File: src/logic/sbm_pkg.sv
`default_nettype none
package sbm_pkg;
  // port geometry: 32-bit data, byte granules, so address starts at bit 2
  localparam int DATA_W   = 32;
  localparam int GRAN_W   = 8;
  localparam int SEL_W    = DATA_W / GRAN_W;
  localparam int ADR_HI   = 31;
  localparam int ADR_LO   = 2;
  localparam int ADR_W    = ADR_HI - ADR_LO + 1;
  localparam int TGA_W    = 2;
  localparam int TGD_W    = 4;
  localparam int TGC_W    = 2;
  localparam int LEN_W    = 4;
  localparam int RETRY_MAX = 3;
  localparam int RETRY_W  = 2;
  // cycle tag codes
  localparam logic [1:0] TGC_SINGLE = 2'h0;
  localparam logic [1:0] TGC_BLOCK  = 2'h1;
  localparam logic [1:0] TGC_RMW    = 2'h2;
  // completion status codes
  localparam logic [1:0] ST_OK    = 2'h0;
  localparam logic [1:0] ST_ERR   = 2'h1;
  localparam logic [1:0] ST_RETRY = 2'h2;
  typedef enum logic [1:0] {SBM_IDLE, SBM_XFER, SBM_BACKOFF} sbm_state_t;
endpackage : sbm_pkg
`default_nettype wire

File: src/logic/sbm_par.sv
`timescale 1ns/1ps
`default_nettype none
// even parity per byte lane, registered so the data tag lines up with registered data
module sbm_par (
  input  wire logic                    clk,
  input  wire logic                    rst_ok,
  input  wire logic                    load,
  input  wire logic [sbm_pkg::DATA_W-1:0] data,
  output logic      [sbm_pkg::TGD_W-1:0]  par_q
);
  import sbm_pkg::*;
  logic [TGD_W-1:0] par_d;
  // one parity bit per granule
  always_comb begin
    for (int i = 0; i < TGD_W; i++) begin
      par_d[i] = ^data[i*GRAN_W +: GRAN_W];
    end
  end
  // hold value when not loading
  always_ff @(posedge clk) begin
    if (!rst_ok) begin
      par_q <= '0;
    end else if (load) begin
      par_q <= par_d;
    end
  end
endmodule : sbm_par
`default_nettype wire

File: src/logic/sbm_master.sv
`timescale 1ns/1ps
`default_nettype none
// Behaviour
// all bus signals active high; board reset low is inverted before use (here it is not inverted: rst_ok stays low active)
// every bus output comes straight from a clocked register
// far side keeps inputs stable before the sampling edge
// data arrays are port width, never wider than sixty-four bits
// reset restarts the interface and forces the state machine idle
// reset only needs to cover the bus interface logic
// data tags travel with data and are valid under strobe
// acknowledge ends the current transfer normally
// address low index set by 32-bit byte granules: bits n..2
// cycle rises with first transfer, holds through the last, block included
// asserted cycle doubles as bus request to the arbiter
// while stall is high the pending transfer stays presented
// error ends the cycle abnormally; reported to the user
// lock held across a cycle keeps the bus for this master
// retry ends the attempt; master backs off then retries the cycle
// one select bit per byte lane marks valid data lanes
// strobe marks a valid transfer and qualifies the other signals
// slave answers every strobe with exactly one termination
// address tag valid whenever strobe qualifies the address
// cycle tag describes the whole cycle, qualified by cycle
// write enable low for reads, high for writes, whole cycle
// interface initialises after reset edge and stays until release edge
// strobe and cycle held low during reset
// transfer signals frozen while strobe waits for termination
module sbm_master (
  input  wire logic                          clk,
  input  wire logic                          rst_n,
  // user request side
  input  wire logic                          req_valid,
  output logic                               req_ready,
  input  wire logic                          req_we,
  input  wire logic [sbm_pkg::ADR_W-1:0]     req_adr,
  input  wire logic [sbm_pkg::DATA_W-1:0]    req_dat,
  input  wire logic [sbm_pkg::SEL_W-1:0]     req_sel,
  input  wire logic [sbm_pkg::TGA_W-1:0]     req_tga,
  input  wire logic [sbm_pkg::LEN_W-1:0]     req_len,
  input  wire logic                          req_lock,
  input  wire logic                          pipe_mode,
  output logic                               done_valid,
  output logic      [1:0]                    done_status,
  output logic      [sbm_pkg::DATA_W-1:0]    done_dat,
  output logic      [sbm_pkg::TGD_W-1:0]     done_tgd,
  // bus side
  input  wire logic [sbm_pkg::DATA_W-1:0]    dat_i,
  input  wire logic [sbm_pkg::TGD_W-1:0]     tgd_i,
  input  wire logic                          ack_i,
  input  wire logic                          err_i,
  input  wire logic                          rty_i,
  input  wire logic                          stall_i,
  output logic      [sbm_pkg::DATA_W-1:0]    dat_o,
  output logic      [sbm_pkg::TGD_W-1:0]     tgd_o,
  output logic      [sbm_pkg::ADR_HI:sbm_pkg::ADR_LO] adr_o,
  output logic      [sbm_pkg::SEL_W-1:0]     sel_o,
  output logic      [sbm_pkg::TGA_W-1:0]     tga_o,
  output logic      [sbm_pkg::TGC_W-1:0]     tgc_o,
  output logic                               cyc_o,
  output logic                               stb_o,
  output logic                               we_o,
  output logic                               lock_o
);
  import sbm_pkg::*;

  typedef struct packed {
    sbm_state_t           st;
    logic [DATA_W-1:0]    dat;
    logic [ADR_W-1:0]     adr;
    logic [SEL_W-1:0]     sel;
    logic [TGA_W-1:0]     tga;
    logic [TGC_W-1:0]     tgc;
    logic                 cyc;
    logic                 stb;
    logic                 we;
    logic                 lock;
    logic                 pipe;
    logic [LEN_W-1:0]     left;   // transfers still to issue
    logic [LEN_W-1:0]     pend;   // terminations still owed
    logic [RETRY_W-1:0]   retries;
    logic                 dv;
    logic [1:0]           dst;
    logic [DATA_W-1:0]    rdat;
    logic [TGD_W-1:0]     rtgd;
    // saved start of cycle, for retry replay
    logic [ADR_W-1:0]     adr0;
    logic [LEN_W-1:0]     len0;
  } sbm_regs_t;

  sbm_regs_t s_q;
  sbm_regs_t s_d;
  logic      rst_s1_q;
  logic      rst_ok;
  logic      done_sig;
  logic      accept;

  // release reset through two flops; board reset is low active and stays low active here as rst_ok
  always_ff @(posedge clk or negedge rst_n) begin
    if (!rst_n) begin
      rst_s1_q <= 1'b0;
      rst_ok   <= 1'b0;
    end else begin
      rst_s1_q <= 1'b1;
      rst_ok   <= rst_s1_q;
    end
  end

  // a transfer is accepted once strobe is seen, without stall in pipelined mode
  assign accept   = s_q.stb && (!s_q.pipe || !stall_i);
  assign done_sig = ack_i || err_i || rty_i;

  // main sequencer; inputs are same-clock logic so they are read directly
  always_comb begin
    s_d    = s_q;
    s_d.dv = 1'b0;
    case (s_q.st)
      SBM_IDLE: begin
        if (req_valid) begin
          s_d.st    = SBM_XFER;
          s_d.cyc   = 1'b1;
          s_d.stb   = 1'b1;
          s_d.we    = req_we;
          s_d.adr   = req_adr;
          s_d.adr0  = req_adr;
          s_d.dat   = req_dat;
          s_d.sel   = req_sel;
          s_d.tga   = req_tga;
          s_d.lock  = req_lock;
          s_d.pipe  = pipe_mode;
          s_d.len0  = req_len;
          s_d.left  = req_len;
          s_d.pend  = '0;
          s_d.tgc   = req_lock ? TGC_RMW : ((req_len != '0) ? TGC_BLOCK : TGC_SINGLE);
        end
      end
      SBM_XFER: begin
        // pipelined: issue next beat as soon as the slave takes one
        if (accept) begin
          if (s_q.pipe) begin
            s_d.pend = s_q.pend + LEN_W'(1);
            if (s_q.left == '0) begin
              s_d.stb = 1'b0;
            end else begin
              s_d.left = s_q.left - LEN_W'(1);
              s_d.adr  = s_q.adr + ADR_W'(1);
            end
          end
        end
        if (done_sig) begin
          if (s_q.pipe) begin
            s_d.pend = (accept ? s_q.pend + LEN_W'(1) : s_q.pend) - LEN_W'(1);
          end
          s_d.rdat = dat_i;
          s_d.rtgd = tgd_i;
          if (err_i) begin
            s_d.st  = SBM_IDLE;
            s_d.cyc = 1'b0;
            s_d.stb = 1'b0;
            s_d.lock = 1'b0;
            s_d.dv  = 1'b1;
            s_d.dst = ST_ERR;
          end else if (rty_i) begin
            s_d.cyc = 1'b0;
            s_d.stb = 1'b0;
            s_d.lock = 1'b0;
            if (s_q.retries == RETRY_W'(RETRY_MAX)) begin
              s_d.st  = SBM_IDLE;
              s_d.dv  = 1'b1;
              s_d.dst = ST_RETRY;
            end else begin
              s_d.st      = SBM_BACKOFF;
              s_d.retries = s_q.retries + RETRY_W'(1);
            end
          end else begin
            s_d.dv  = 1'b1;
            s_d.dst = ST_OK;
            if (!s_q.pipe) begin
              if (s_q.left == '0) begin
                s_d.st  = SBM_IDLE;
                s_d.cyc = 1'b0;
                s_d.stb = 1'b0;
                s_d.lock = 1'b0;
              end else begin
                s_d.left = s_q.left - LEN_W'(1);
                s_d.adr  = s_q.adr + ADR_W'(1);
              end
            end else if (s_d.pend == '0 && !s_d.stb) begin
              s_d.st   = SBM_IDLE;
              s_d.cyc  = 1'b0;
              s_d.lock = 1'b0;
            end
          end
          if (s_d.st == SBM_IDLE) begin
            s_d.retries = '0;
          end
        end
      end
      SBM_BACKOFF: begin
        // one idle cycle with cycle low lets the arbiter regrant, then replay
        s_d.st   = SBM_XFER;
        s_d.cyc  = 1'b1;
        s_d.stb  = 1'b1;
        s_d.lock = s_q.tgc == TGC_RMW;
        s_d.adr  = s_q.adr0;
        s_d.left = s_q.len0;
        s_d.pend = '0;
      end
      default: begin
        s_d.st = SBM_IDLE;
      end
    endcase
  end

  // whole state resets synchronously to the released reset copy
  always_ff @(posedge clk) begin
    if (!rst_ok) begin
      s_q <= '0;
    end else begin
      s_q <= s_d;
    end
  end

  // parity data tag for write data, loaded with the data
  sbm_par u_par (
    .clk    (clk),
    .rst_ok (rst_ok),
    .load   (s_q.st == SBM_IDLE && req_valid),
    .data   (req_dat),
    .par_q  (tgd_o)
  );

  // bus outputs other than tgd_o come directly from the state register
  assign dat_o       = s_q.dat;
  assign adr_o       = s_q.adr;
  assign sel_o       = s_q.sel;
  assign tga_o       = s_q.tga;
  assign tgc_o       = s_q.tgc;
  assign cyc_o       = s_q.cyc;
  assign stb_o       = s_q.stb;
  assign we_o        = s_q.we;
  assign lock_o      = s_q.lock;
  assign req_ready   = s_q.st == SBM_IDLE;
  assign done_valid  = s_q.dv;
  assign done_status = s_q.dst;
  assign done_dat    = s_q.rdat;
  assign done_tgd    = s_q.rtgd;

  // assertions
  a_rst_quiet: assert property (@(posedge clk) !rst_ok |=> !cyc_o && !stb_o)
    else $error("strobe or cycle high during reset");
  a_stb_in_cyc: assert property (@(posedge clk) disable iff (!rst_ok) stb_o |-> cyc_o)
    else $error("strobe without cycle");
  a_hold_stable: assert property (@(posedge clk) disable iff (!rst_ok)
    stb_o && !done_sig && (!s_q.pipe || stall_i) |=> $stable(adr_o) && $stable(dat_o) && $stable(sel_o) && $stable(we_o))
    else $error("transfer changed while waiting");
  a_stall_hold: assert property (@(posedge clk) disable iff (!rst_ok)
    stb_o && s_q.pipe && stall_i && !done_sig |=> stb_o && $stable(adr_o))
    else $error("stalled transfer dropped");
  a_we_stable: assert property (@(posedge clk) disable iff (!rst_ok) cyc_o && $past(cyc_o) |-> $stable(we_o))
    else $error("write enable moved within cycle");
  a_tgc_stable: assert property (@(posedge clk) disable iff (!rst_ok) cyc_o && $past(cyc_o) |-> $stable(tgc_o))
    else $error("cycle tag moved within cycle");
  a_err_ends: assert property (@(posedge clk) disable iff (!rst_ok) s_q.st == SBM_XFER && err_i |=> !cyc_o && done_valid && done_status == ST_ERR)
    else $error("error did not end cycle");
  a_rty_backoff: assert property (@(posedge clk) disable iff (!rst_ok)
    s_q.st == SBM_XFER && rty_i && !err_i && s_q.retries != RETRY_W'(RETRY_MAX) |=> !cyc_o ##1 cyc_o && stb_o)
    else $error("retry not replayed");
  a_ack_single: assert property (@(posedge clk) disable iff (!rst_ok)
    s_q.st == SBM_XFER && !s_q.pipe && ack_i && !err_i && !rty_i && s_q.left == '0 |=> !cyc_o && done_status == ST_OK)
    else $error("ack did not finish single");
  a_lock_in_cyc: assert property (@(posedge clk) disable iff (!rst_ok) lock_o |-> cyc_o)
    else $error("lock without cycle");

  // an accepted request opens the cycle on the very next edge
  a_start_cycle: assert property (@(posedge clk) disable iff (!rst_ok)
    req_ready && req_valid |=> cyc_o && stb_o)
    else $error("request did not open a cycle");

  // first beat carries exactly what the user handed over
  a_start_fields: assert property (@(posedge clk) disable iff (!rst_ok)
    req_ready && req_valid |=> adr_o == $past(req_adr) && we_o == $past(req_we) && sel_o == $past(req_sel))
    else $error("first beat fields differ from request");

  // address tag must not wander while the slave still owes an answer
  a_tga_hold: assert property (@(posedge clk) disable iff (!rst_ok)
    stb_o && !done_sig && (!s_q.pipe || stall_i) |=> $stable(tga_o))
    else $error("address tag moved while waiting");

  // data tag rides with write data, so it freezes with it
  a_tgd_hold: assert property (@(posedge clk) disable iff (!rst_ok)
    stb_o && !done_sig && (!s_q.pipe || stall_i) |=> $stable(tgd_o))
    else $error("data tag moved while waiting");

  // lock is only ever used for read-modify-write cycles
  a_lock_rmw: assert property (@(posedge clk) disable iff (!rst_ok)
    lock_o |-> tgc_o == TGC_RMW)
    else $error("lock outside read-modify-write");

  // classic burst: ack on a middle beat keeps the cycle and steps the address
  a_burst_step: assert property (@(posedge clk) disable iff (!rst_ok)
    s_q.st == SBM_XFER && !s_q.pipe && ack_i && !err_i && !rty_i && s_q.left != '0
    |=> cyc_o && stb_o && adr_o == $past(adr_o) + ADR_W'(1))
    else $error("burst did not advance");

  // every normal termination is reported once as ok
  a_ack_done: assert property (@(posedge clk) disable iff (!rst_ok)
    s_q.st == SBM_XFER && ack_i && !err_i && !rty_i |=> done_valid && done_status == ST_OK)
    else $error("ack not reported");

  // retries are bounded so a dead slave cannot hang the user side
  a_rty_limit: assert property (@(posedge clk) disable iff (!rst_ok)
    s_q.st == SBM_XFER && rty_i && !err_i && s_q.retries == RETRY_W'(RETRY_MAX)
    |=> !cyc_o && done_valid && done_status == ST_RETRY)
    else $error("retry limit not reported");

  // a replay restarts from the saved first address, not where it stopped
  a_replay_adr: assert property (@(posedge clk) disable iff (!rst_ok)
    s_q.st == SBM_BACKOFF |=> cyc_o && adr_o == $past(s_q.adr0))
    else $error("replay from wrong address");

  // an idle port neither requests the bus nor strobes
  a_idle_quiet: assert property (@(posedge clk) disable iff (!rst_ok)
    req_ready |-> !cyc_o && !stb_o)
    else $error("idle port still on the bus");

  // pipelined: a taken beat is followed at once by the next address
  a_pipe_step: assert property (@(posedge clk) disable iff (!rst_ok)
    s_q.st == SBM_XFER && s_q.pipe && accept && !err_i && !rty_i && s_q.left != '0
    |=> stb_o && adr_o == $past(adr_o) + ADR_W'(1))
    else $error("pipelined beat not advanced");

  // read data and its tag are captured at the terminating edge
  a_read_capture: assert property (@(posedge clk) disable iff (!rst_ok)
    s_q.st == SBM_XFER && done_sig |=> done_dat == $past(dat_i) && done_tgd == $past(tgd_i))
    else $error("read data not captured");

  // reset returns the sequencer to idle with lock released
  a_reset_idle: assert property (@(posedge clk)
    !rst_ok |=> req_ready && !lock_o)
    else $error("reset did not idle the port");

  // no stale completion may leak out of a reset
  a_reset_done: assert property (@(posedge clk)
    !rst_ok |=> !done_valid)
    else $error("completion during reset");
endmodule : sbm_master
`default_nettype wire

File: config.mk
export PLATFORM = sky130hd
export DESIGN_NAME = sbm_master
export DESIGN_NICKNAME = d
export VERILOG_FILES = /design/src/logic/sbm_pkg.sv /design/src/logic/sbm_par.sv /design/src/logic/sbm_master.sv
export SDC_FILE = /design/constraint.sdc
export NUM_CORES = 1
export LEC_CHECK = 0
export BUFFER_PORTS_ARGS = -buffer_cell sky130_fd_sc_hd__buf_2
export CAP_MARGIN = 10
export CORE_MARGIN = 2
export CORE_UTILIZATION = 48
export DETAILED_ROUTE_END_ITERATION = 12
export HOLD_SLACK_MARGIN = 0.08
export PLACE_DENSITY = 0.77
export SKIP_LAST_GASP = 1
export SLEW_MARGIN = 10
export SYNTH_ARGS = -nofsm -noshare
export SYNTH_HDL_FRONTEND = slang
export SYNTH_SLANG_ARGS = --single-unit
File: constraint.sdc
create_clock -name clk -period 2.3 [get_ports clk]
set_input_delay 0.46 -clock clk [delete_from_list [all_inputs] [get_ports clk]]
set_output_delay 0.46 -clock clk [all_outputs]
set_load 0.005 [all_outputs]
==> flow_summary.ini, run 1 <==
[setup_path]
r2r-start = s_q[83]
cp-start-kind = register
crit_arrival_ns = 2.60
ff2ff_setup_slack_ns = 0.02
critPathKind = reg2reg
cpLargestDelayFamily = simple AND/OR/NAND/NOR gates
r2r_cells = 8
cp_data_required_time_ns = 2.62
cp-end-kind = register
crit_path_frequent_cell = o21ai_1
path_buf_inv = 1
crit_fanout = 5
cpMaxStageDelayCell = or4b_4
reg2reg_to = adr_o[28]
slowest_delay_ns = 0.56
path_cells = buf_6 > or4b_4 > a2111oi_4 > nand4_2 > and2b_2 > o21ai_1 > nand3_1 > o21ai_1

[cts]
clock_path_buffers = 2
cts_root_buf = clkbuf_16
numCtsBuffers = 17
clk_pin_slew_worst_paths_ns = 0.07
clk_latency_ns = 0.43
cts_tree = built
clock_sinks = 166
h-tree-depth = 4

[run]
max_cap_viol_count = 0

[global_route]
grt_pass1_wl_um = 41600
antenna_found_initial = 4
grt_start_max_net_pins = 92
gr-total-overflow = 0
track_usage_pct = 25.9
grt_pass1_vias = 8501

[logic_synthesis]
synth_area_um2 = 8950
async_reset_ff_share_pct = 1.20
avgSynthCellArea_um2 = 7.62
syn_inst = 1174
syn-num-nets = 1301
synth_edf_count = 0
synth_area_leaders = dfxtp_1 37%, nand2_1 12%, buf_4 9.1%, a21oi_1 8.7%, xnor2_1 4.2%
synth_top_area_share_pct = 36.7
ys_ff_latch = 166
ys_top_cells_by_count = 286 x nand2_1, 164 x dfxtp_1, 156 x a21oi_1
ys_types = 71
synth.most_common_cell = nand2_1
ys.flop_type = dfxtp_1
synth_top_area_cell = dfxtp_1
yosysWarnings = 0
ys_seq_area_share_pct = 37.2

[power]
intPower_mw = 5.47
pwr-share-comb_pct = 19.4
p_per_area_nw_per_um2 = 719
p_leak_nw = 4.60
p_total_mw = 7.72
p_seq_share_pct = 41.4
p_sw_share_pct = 29.1
peakVddDrop_v = 0.000495
clkPwrFrac_pct = 39.2
p_sw_mw = 2.25

[timing]
rsz0062_at_grt = true
timing.final.crit_share_pct = 99.1
period_minus_slack_ns = 2.28
fin_setup_tns_ns = 0
finalHoldWorstSlack_ns = 0.260
hold_viol = 0
slew_violations = 0
relSlewSlack_pct = 66.0
fin_skew_ns = 0.0126
worst_slew_pin_slew_ns = 0.509
setup_ws_ns = 0.0204
finalSetupViolations = 0
fmax_mhz = 439

[min_path]
hold_path_class = in2reg
min_to = done_dat[26]
holdPathStages = 3
hp-start = dat_i[26]

[place]
numPortBuffers = 235
pre_cts_slack_ns = -0.226
dpl.hpwl_um = 18200
globalplace.congestion = 0.928

[final_layout]
area_growth_pct = 20.0
final_layout_size_suffix_gt1_share_pct = 28.8
seqCellArea_um2 = 3340
nFillCells = 1649
fin_nets = 1448
multiInputGateArea_um2 = 4510
finish.utilization_pct = 59.2

[floorplan]
num_rows = 49
die_area_um2 = 19800
ioPinCount = 236
die_x_um = 141
start_util_pct = 49.3
core_area_um2 = 18100
die-height_um = 141

[detailed_routing]
viasPerCell = 5.59
drc = 0
drtIter0Drc = 883
via_count = 8752
wirelength_um = 26000
drt-pass1-iter-count = 6
ant_nets = 0
wl_per_cell_um = 16.6

[outcome]
status = finished clean
## worst reg2reg max path: cells and delay by family, from the launching register on
kind	cells	cell delay (ns)
buf+inv	1	0.13
flops	1	0.37
simple gates	4	1.14
compound gates	3	0.52
## metrics by stage
step                std cells  instance area (µm²)
floorplan                1174                 8950
global route             1564                10700
finish                   1565                10700
CTS                      1562                10700
global placement         1529                10000
detailed placement       1529                10000
## routing by layer
| layer | vias to the layer above | wire (µm) | part of all wire [%] | GRT usage [%] |
|---|---|---|---|---|
| li1 | 4206 | - | - | - |
| met1 | 4065 | 10200 | 39 | 30.6 |
| met2 | 405 | 12800 | 49 | 44.1 |
| met3 | 72 | 2180 | 8.4 | 7.18 |
| met4 | 4 | 789 | 3.0 | 11.3 |
| met5 | - | 27 | 0.10 | 0 |
## final cells by class
cell class              instances  area share, %
flip-flops and latches        166           31.1
inverters                       9          0.338
diodes                          2         0.0466
well taps                     229           2.67
multi-input cells             810           42.0
clock buffers                  17           3.96
repair buffers                317           18.1
clock inverters                15           1.79
## placed cells by master, fill, tap and decap left out, types with 4 or more instances in the layout
cell type,count
mux2i_1,5
inv_6,4
nand2_1,284
a221oi_1,17
ha_1,7
and2_1,5
a211oi_1,7
a22oi_1,13
xor2_1,15
and4_1,5
a21oi_1,155
clkbuf_16,17
nand4_1,9
inv_1,8
nor2_1,60
nor3_1,12
nand2b_1,5
buf_4,68
dfxtp_1,162
and3_1,6
nand3_1,25
nor4_1,5
a221o_1,6
a222oi_1,5
buf_12,12
o21ai_0,38
xnor2_1,43
buf_2,235
## flip-flops by register name, indices dropped and copies added (netlist names)
name,cells
s_q,47
dat_o,32
done_dat,32
adr_o,30
done_tgd,4
sel_o,4
u_par.par_q,4
done_status,2
tga_o,2
tgc_o,2
cyc_o,1
done_valid,1
lock_o,1
rst_ok,1
rst_s1_q,1
stb_o,1
we_o,1
## worst max-delay path by stage
stage,start,to,slack [ns],depth (start not counted)
6_report,s_q[83],adr_o[28],0.02,8
5_1_grt,s_q[83],cyc_o,-0.09,10
4_1_cts,s_q[83],cyc_o,-0.04,10
3_5_place_dp,stall_i,cyc_o,-0.23,11
3_3_place_gp,stall_i,lock_o,-0.12,11
2_1_floorplan,err_i,adr_o[5],0.02,8
## what timing repair did
action                                 4_1_cts  5_1_grt
pin swaps                                    1       14
gates resized for setup                      4       24
hold buffers                                 1        0
setup buffers                                0        1
setup endpoints to repair                    6       36
endpoints found under the hold margin        2        0
## power by group through the flow
| stage | Combinational [mW] | Clock, mW | Sequential (mW) |
|---|---|---|---|
| floorplan | 0.973 | 0 | 3.24 |
| global placement | 1.43 | 0 | 3.24 |
| detailed placement | 1.46 | 0 | 3.25 |
| CTS | 1.47 | 3.08 | 3.19 |
| global route | 1.65 | 3.20 | 3.21 |
| finish | 1.50 | 3.03 | 3.19 |
## kinds of logic after synthesis
| group | share of synthesized area [%] |
|---|---|
| xor+xnor | 5.77 |
| mux | 0.559 |
| fa+ha+maj | 1.26 |
| buf+inv | 13.6 |
| simple gates | 21.8 |
| flops | 37.2 |
| compound gates | 19.8 |
| other cells | 0.0419 |
(Power assumes the default switching activity.)
==> run 2: changes to the inputs <==
--- a/config.mk
+++ b/config.mk
@@ -8,10 +8,11 @@
 export BUFFER_PORTS_ARGS = -buffer_cell sky130_fd_sc_hd__buf_2
 export CAP_MARGIN = 10
 export CORE_MARGIN = 2
-export CORE_UTILIZATION = 48
+export CORE_UTILIZATION = 45
 export DETAILED_ROUTE_END_ITERATION = 12
 export HOLD_SLACK_MARGIN = 0.08
-export PLACE_DENSITY = 0.77
+export PLACE_DENSITY = 0.73
+export RECOVER_POWER = 100
 export SKIP_LAST_GASP = 1
 export SLEW_MARGIN = 10
 export SYNTH_ARGS = -nofsm -noshare
==> flow_summary.ini, run 2 (same netlist as run 1, synthesis figures left out) <==
[final_layout]
top_register = s_q
area_growth_pct = 17.2
final_cell_mix = 284 x nand2_1, 170 x buf_2, 161 x dfxtp_1, 155 x a21oi_1, 86 x clkbuf_1
layout_commonest_cell = nand2_1
final_layout_size_suffix_gt1_share_pct = 21.8
finish.utilization_pct = 53.9
fin_nets = 1444
final_cells = 1595
diodes = 0
largest_reg_flops = 47
design_area_um2 = 10500
nFillCells = 1904

[timing]
finalSetupViolations = 0
worst_slew_pin_slew_ns = 0.906
finalHoldWorstSlack_ns = 0.258
period_minus_slack_ns = 2.20
hold_viol = 0
fin_skew_ns = 0.0120
timing.final.crit_share_pct = 95.5
fmax_mhz = 455
relSlewSlack_pct = 39.6
slew_violations = 0

[cts]
clock_sinks = 166
clock_path_buffers = 2
cts_tree = built
h-tree-depth = 4
cts_root_buf = clkbuf_16
numCtsBuffers = 17
clk_pin_slew_worst_paths_ns = 0.07
clk_latency_ns = 0.43

[setup_path]
r2r_cells = 9
crit_fanout = 3
critPathKind = reg2reg
r2r-start = s_q[83]
crit_arrival_ns = 2.55
reg2reg_to = cyc_o
cp-start-kind = register
cp_data_required_time_ns = 2.66
cp-end-kind = register
ff2ff_setup_slack_ns = 0.10

[min_path]
hold_path_class = in2reg
min_to = done_dat[20]
hp-start = dat_i[20]
holdPathStages = 3

[power]
p_seq_share_pct = 41.9
intPower_mw = 5.41
p_sw_share_pct = 29.1
pwr-share-comb_pct = 18.4
peakVddDrop_v = 0.000544
p_leak_nw = 4.19
p_sw_mw = 2.22
p_total_mw = 7.62
p_per_area_nw_per_um2 = 727
clkPwrFrac_pct = 39.6

[detailed_routing]
ant_nets = 0
viasPerCell = 5.43
drt-pass1-iter-count = 7
wirelength_um = 26100
via_count = 8658
drtIter0Drc = 611
drc = 0
wl_per_cell_um = 16.4

[floorplan]
core_area_um2 = 19500
die-height_um = 145
num_rows = 51
die_area_um2 = 21000
ioPinCount = 236
start_util_pct = 46.0
die_x_um = 145

[global_route]
antenna_found_initial = 2
grt_pass1_vias = 8238
gr-total-overflow = 0
grt_start_max_net_pins = 60
grt_pass1_wl_um = 41800
track_usage_pct = 24.4

[outcome]
status = finished clean

[place]
dp.cells = 1562
globalplace.congestion = 0.909
place_area_um2 = 10000
dpl.hpwl_um = 18700
numPortBuffers = 235

[run]
max_cap_viol_count = 0
## run 2: changes by cell type in the layout (fill, tap and decap cells not counted), sizes merged
cell,previous run,this run
clkinvlp,3,4
inv,15,12
buf,316,224
clkbuf,17,107
diode,2,0
## run 2: layout make-up
class | count | area (µm²) | area share (%)
well taps | 265 | 332 | 3.16
clock inverters | 13 | 171 | 1.63
repair buffers | 313 | 1680 | 16.0
inverters | 9 | 36.3 | 0.346
multi-input cells | 810 | 4490 | 42.8
flip-flops and latches | 166 | 3340 | 31.8
clock buffers | 19 | 443 | 4.22
## run 2: worst max path at each step
stage | startpoint | endpoint | slack [ns] | depth (start not counted)
after floorplan | err_i | adr_o[5] | 0.02 | 8
after global placement | stall_i | lock_o | -0.17 | 11
after detailed placement | stall_i | cyc_o | -0.16 | 11
after CTS | s_q[75] | cyc_o | 0.004 | 10
after global routing | s_q[83] | s_q[73] | -0.06 | 10
final | s_q[83] | cyc_o | 0.10 | 9
## run 2: critical path, stage by stage, from the launching register on
cell and delay (ns):
dfxtp_4 0.37, a21boi_4 0.19, mux2i_1 0.21, ha_2 0.22, xor2_2 0.08, buf_4 0.15, a221oi_1 0.25, nand3_1 0.20
a21oi_2 0.25, mux2i_1 0.21
## run 2: stage by stage
step | worst slack (ns) | setup TNS (ns)
2_1_floorplan | 0.0167 | 0
3_3_place_gp | -0.173 | -0.756
3_5_place_dp | -0.156 | -0.842
4_1_cts | 0.00391 | 0
5_1_grt | -0.0581 | -0.153
6_report | 0.103 | 0
## run 2: routing by layer
metal	part of all wire (%)	routed length (µm)	up-vias	global-route usage, %
li1	-	-	4195	-
met5	0.027	7	-	0
met2	49	12700	326	40.8
met3	8.1	2110	49	7.08
met1	41	10700	4086	29.7
met4	2.4	618	2	9.06
## run 2: timing repair
item	in CTS	in global routing
hold buffers	1	0
endpoints found under the setup margin	0	15
buffers inserted	0	1
resized for setup	0	20
hold endpoints to repair	2	0
## run 2: power by group through the flow
stage               Combinational, mW  Clock [mW]  Sequential [mW]
finish                           1.41        3.02             3.20
global route                     1.56        3.19             3.22
CTS                              1.45        3.07             3.19
detailed placement               1.45           0             3.26
global placement                 1.42           0             3.25
floorplan                       0.973           0             3.24
==> run 3: changes to the inputs <==
==> constraint.sdc (replaced) <==
create_clock -name clk -period 2.3 [get_ports clk]
set_input_delay 0.575 -clock clk [delete_from_list [all_inputs] [get_ports clk]]
set_output_delay 0.575 -clock clk [all_outputs]
set_load 0.005 [all_outputs]
==> flow_summary.ini, run 3 (same netlist as run 1, synthesis figures left out) <==
[timing]
slew_violations = 0
period_minus_slack_ns = 2.32
worst_slew_pin_slew_ns = 0.978
fmax_mhz = 431
timing.final.crit_share_pct = 101
fin_skew_ns = 0.00743
finalSetupViolations = 1
hold_viol = 0
relSlewSlack_pct = 34.8
setup_ws_ns = -0.0191
rsz0062_at_grt = true

[detailed_routing]
drc = 0
viasPerCell = 5.39
drtIter0Drc = 771
wirelength_um = 25800
ant_nets = 0
wl_per_cell_um = 16.0
via_count = 8703
drt-pass1-iter-count = 8

[final_layout]
layout_commonest_cell = nand2_1
top_register = s_q
largest_reg_flops = 47
nFillCells = 1844
final_layout_size_suffix_gt1_share_pct = 22.8
area_growth_pct = 19.3
final_cell_mix = 284 x nand2_1, 163 x dfxtp_1, 163 x buf_2, 153 x a21oi_1, 91 x clkbuf_1
multiInputGateArea_um2 = 4510
finish.utilization_pct = 54.9
seqCellArea_um2 = 3340
fin_nets = 1463

[setup_path]
crit_arrival_ns = 2.64
cp-start-kind = register
cp_data_required_time_ns = 2.62
critPathKind = reg2reg
cp-end-kind = register
crit_fanout = 6
ff2ff_setup_slack_ns = -0.02

[global_route]
antenna_found_initial = 2
grt_pass1_vias = 8468
grt_pass1_wl_um = 42000
grt_start_max_net_pins = 78
grt_use_met1_pct = 28.8
track_usage_pct = 24.2
grt-busiest-layer = met2
use_met3_pct = 5.91
grt_use_met2_pct = 42.4
gr-total-overflow = 0

[cts]
cts_tree = built
h-tree-depth = 4
clk_latency_ns = 0.43
cts_root_buf = clkbuf_16
clk_pin_slew_worst_paths_ns = 0.07
clock_sinks = 166
numCtsBuffers = 17
clock_path_buffers = 2

[floorplan]
die_x_um = 145
die-height_um = 145
num_rows = 51
start_util_pct = 46.0
die_area_um2 = 21000
ioPinCount = 236
core_area_um2 = 19500

[outcome]
status = finished with violations
violations = setup timing

[place]
pre_cts_slack_ns = -0.354
numPortBuffers = 235
dpl.hpwl_um = 18500
globalplace.congestion = 0.900

[power]
clkPwrFrac_pct = 38.9
p_per_area_nw_per_um2 = 711
p_total_mw = 7.59
p_sw_mw = 2.26
intPower_mw = 5.33
p_leak_nw = 4.30
p_sw_share_pct = 29.8
p_seq_share_pct = 42.1
pwr-share-comb_pct = 19.0
peakVddDrop_v = 0.000521

[min_path]
hold_path_class = reg2reg

[run]
max_cap_viol_count = 0
## run 3: cell types whose count changed in the layout (fill, tap and decap cells not counted), moves of 3 or more
cell	delta
buf_4	+16
buf_2	-7
clkbuf_1	+5
clkinvlp_4	-4
clkinv_4	+3
inv_6	+3
## run 3: path summary, 6_finish.rpt
kind	from	endpoint	cells after the start
worst max register to register	s_q[83]	s_q[82]	7
worst max-delay path	s_q[83]	s_q[82]	7
worst min-delay path	rst_s1_q	rst_ok	0
worst min register to register	rst_s1_q	rst_ok	0
max in group asynchronous	rst_n	rst_s1_q	2
min in group asynchronous	rst_n	rst_ok	2
## run 3: critical path, cell delays in order, from the launching register on
cell,delay [ns]
dfxtp_4,0.38
buf_12,0.13
or4b_4,0.59
a2111oi_0,0.59
buf_4,0.21
o21ai_0,0.07
a21oi_1,0.17
nor2_1,0.05
## run 3: final cells by class
| cell class | instances | share of cell area, % |
|---|---|---|
| antenna | 2 | 0.0468 |
| clock buffer | 17 | 3.98 |
| clock inverter | 15 | 1.75 |
| inverter | 9 | 0.340 |
| multi-input combinational | 810 | 42.2 |
| sequential | 166 | 31.2 |
| tap | 265 | 3.10 |
| timing repair buffer | 332 | 17.3 |
## run 3: what timing repair did
item,4_1_cts,5_1_grt
hold buffers,1,0
setup endpoints to repair,18,32
resized for setup,3,21
endpoints found under the hold margin,2,0
pin swaps,2,11
setup buffers,1,5
## run 3: power by group through the flow
stage	sequential (mW)	clock (mW)	combinational (mW)
floorplan	3.24	0	0.980
global placement	3.25	0	1.44
detailed placement	3.26	0	1.46
CTS	3.19	3.01	1.47
global route	3.22	3.12	1.59
finish	3.20	2.95	1.44
## run 3: layer usage
metal | part of all wire (%) | wire [µm]
met3 | 7.0 | 1800
met2 | 50 | 12900
met1 | 41 | 10600
met5 | 0 | 0
met4 | 2.1 | 534
## run 3: metrics by stage
step,hold slack [ns],setup TNS (ns),instance area (µm²),std cells
2_1_floorplan,0.279,-0.0247,8990,1174
3_3_place_gp,0.337,-2.31,10100,1576
3_5_place_dp,0.352,-3.44,10100,1576
4_1_cts,0.360,0,10800,1610
5_1_grt,0.363,-0.916,10700,1615
6_report,0.365,-0.0191,10700,1616
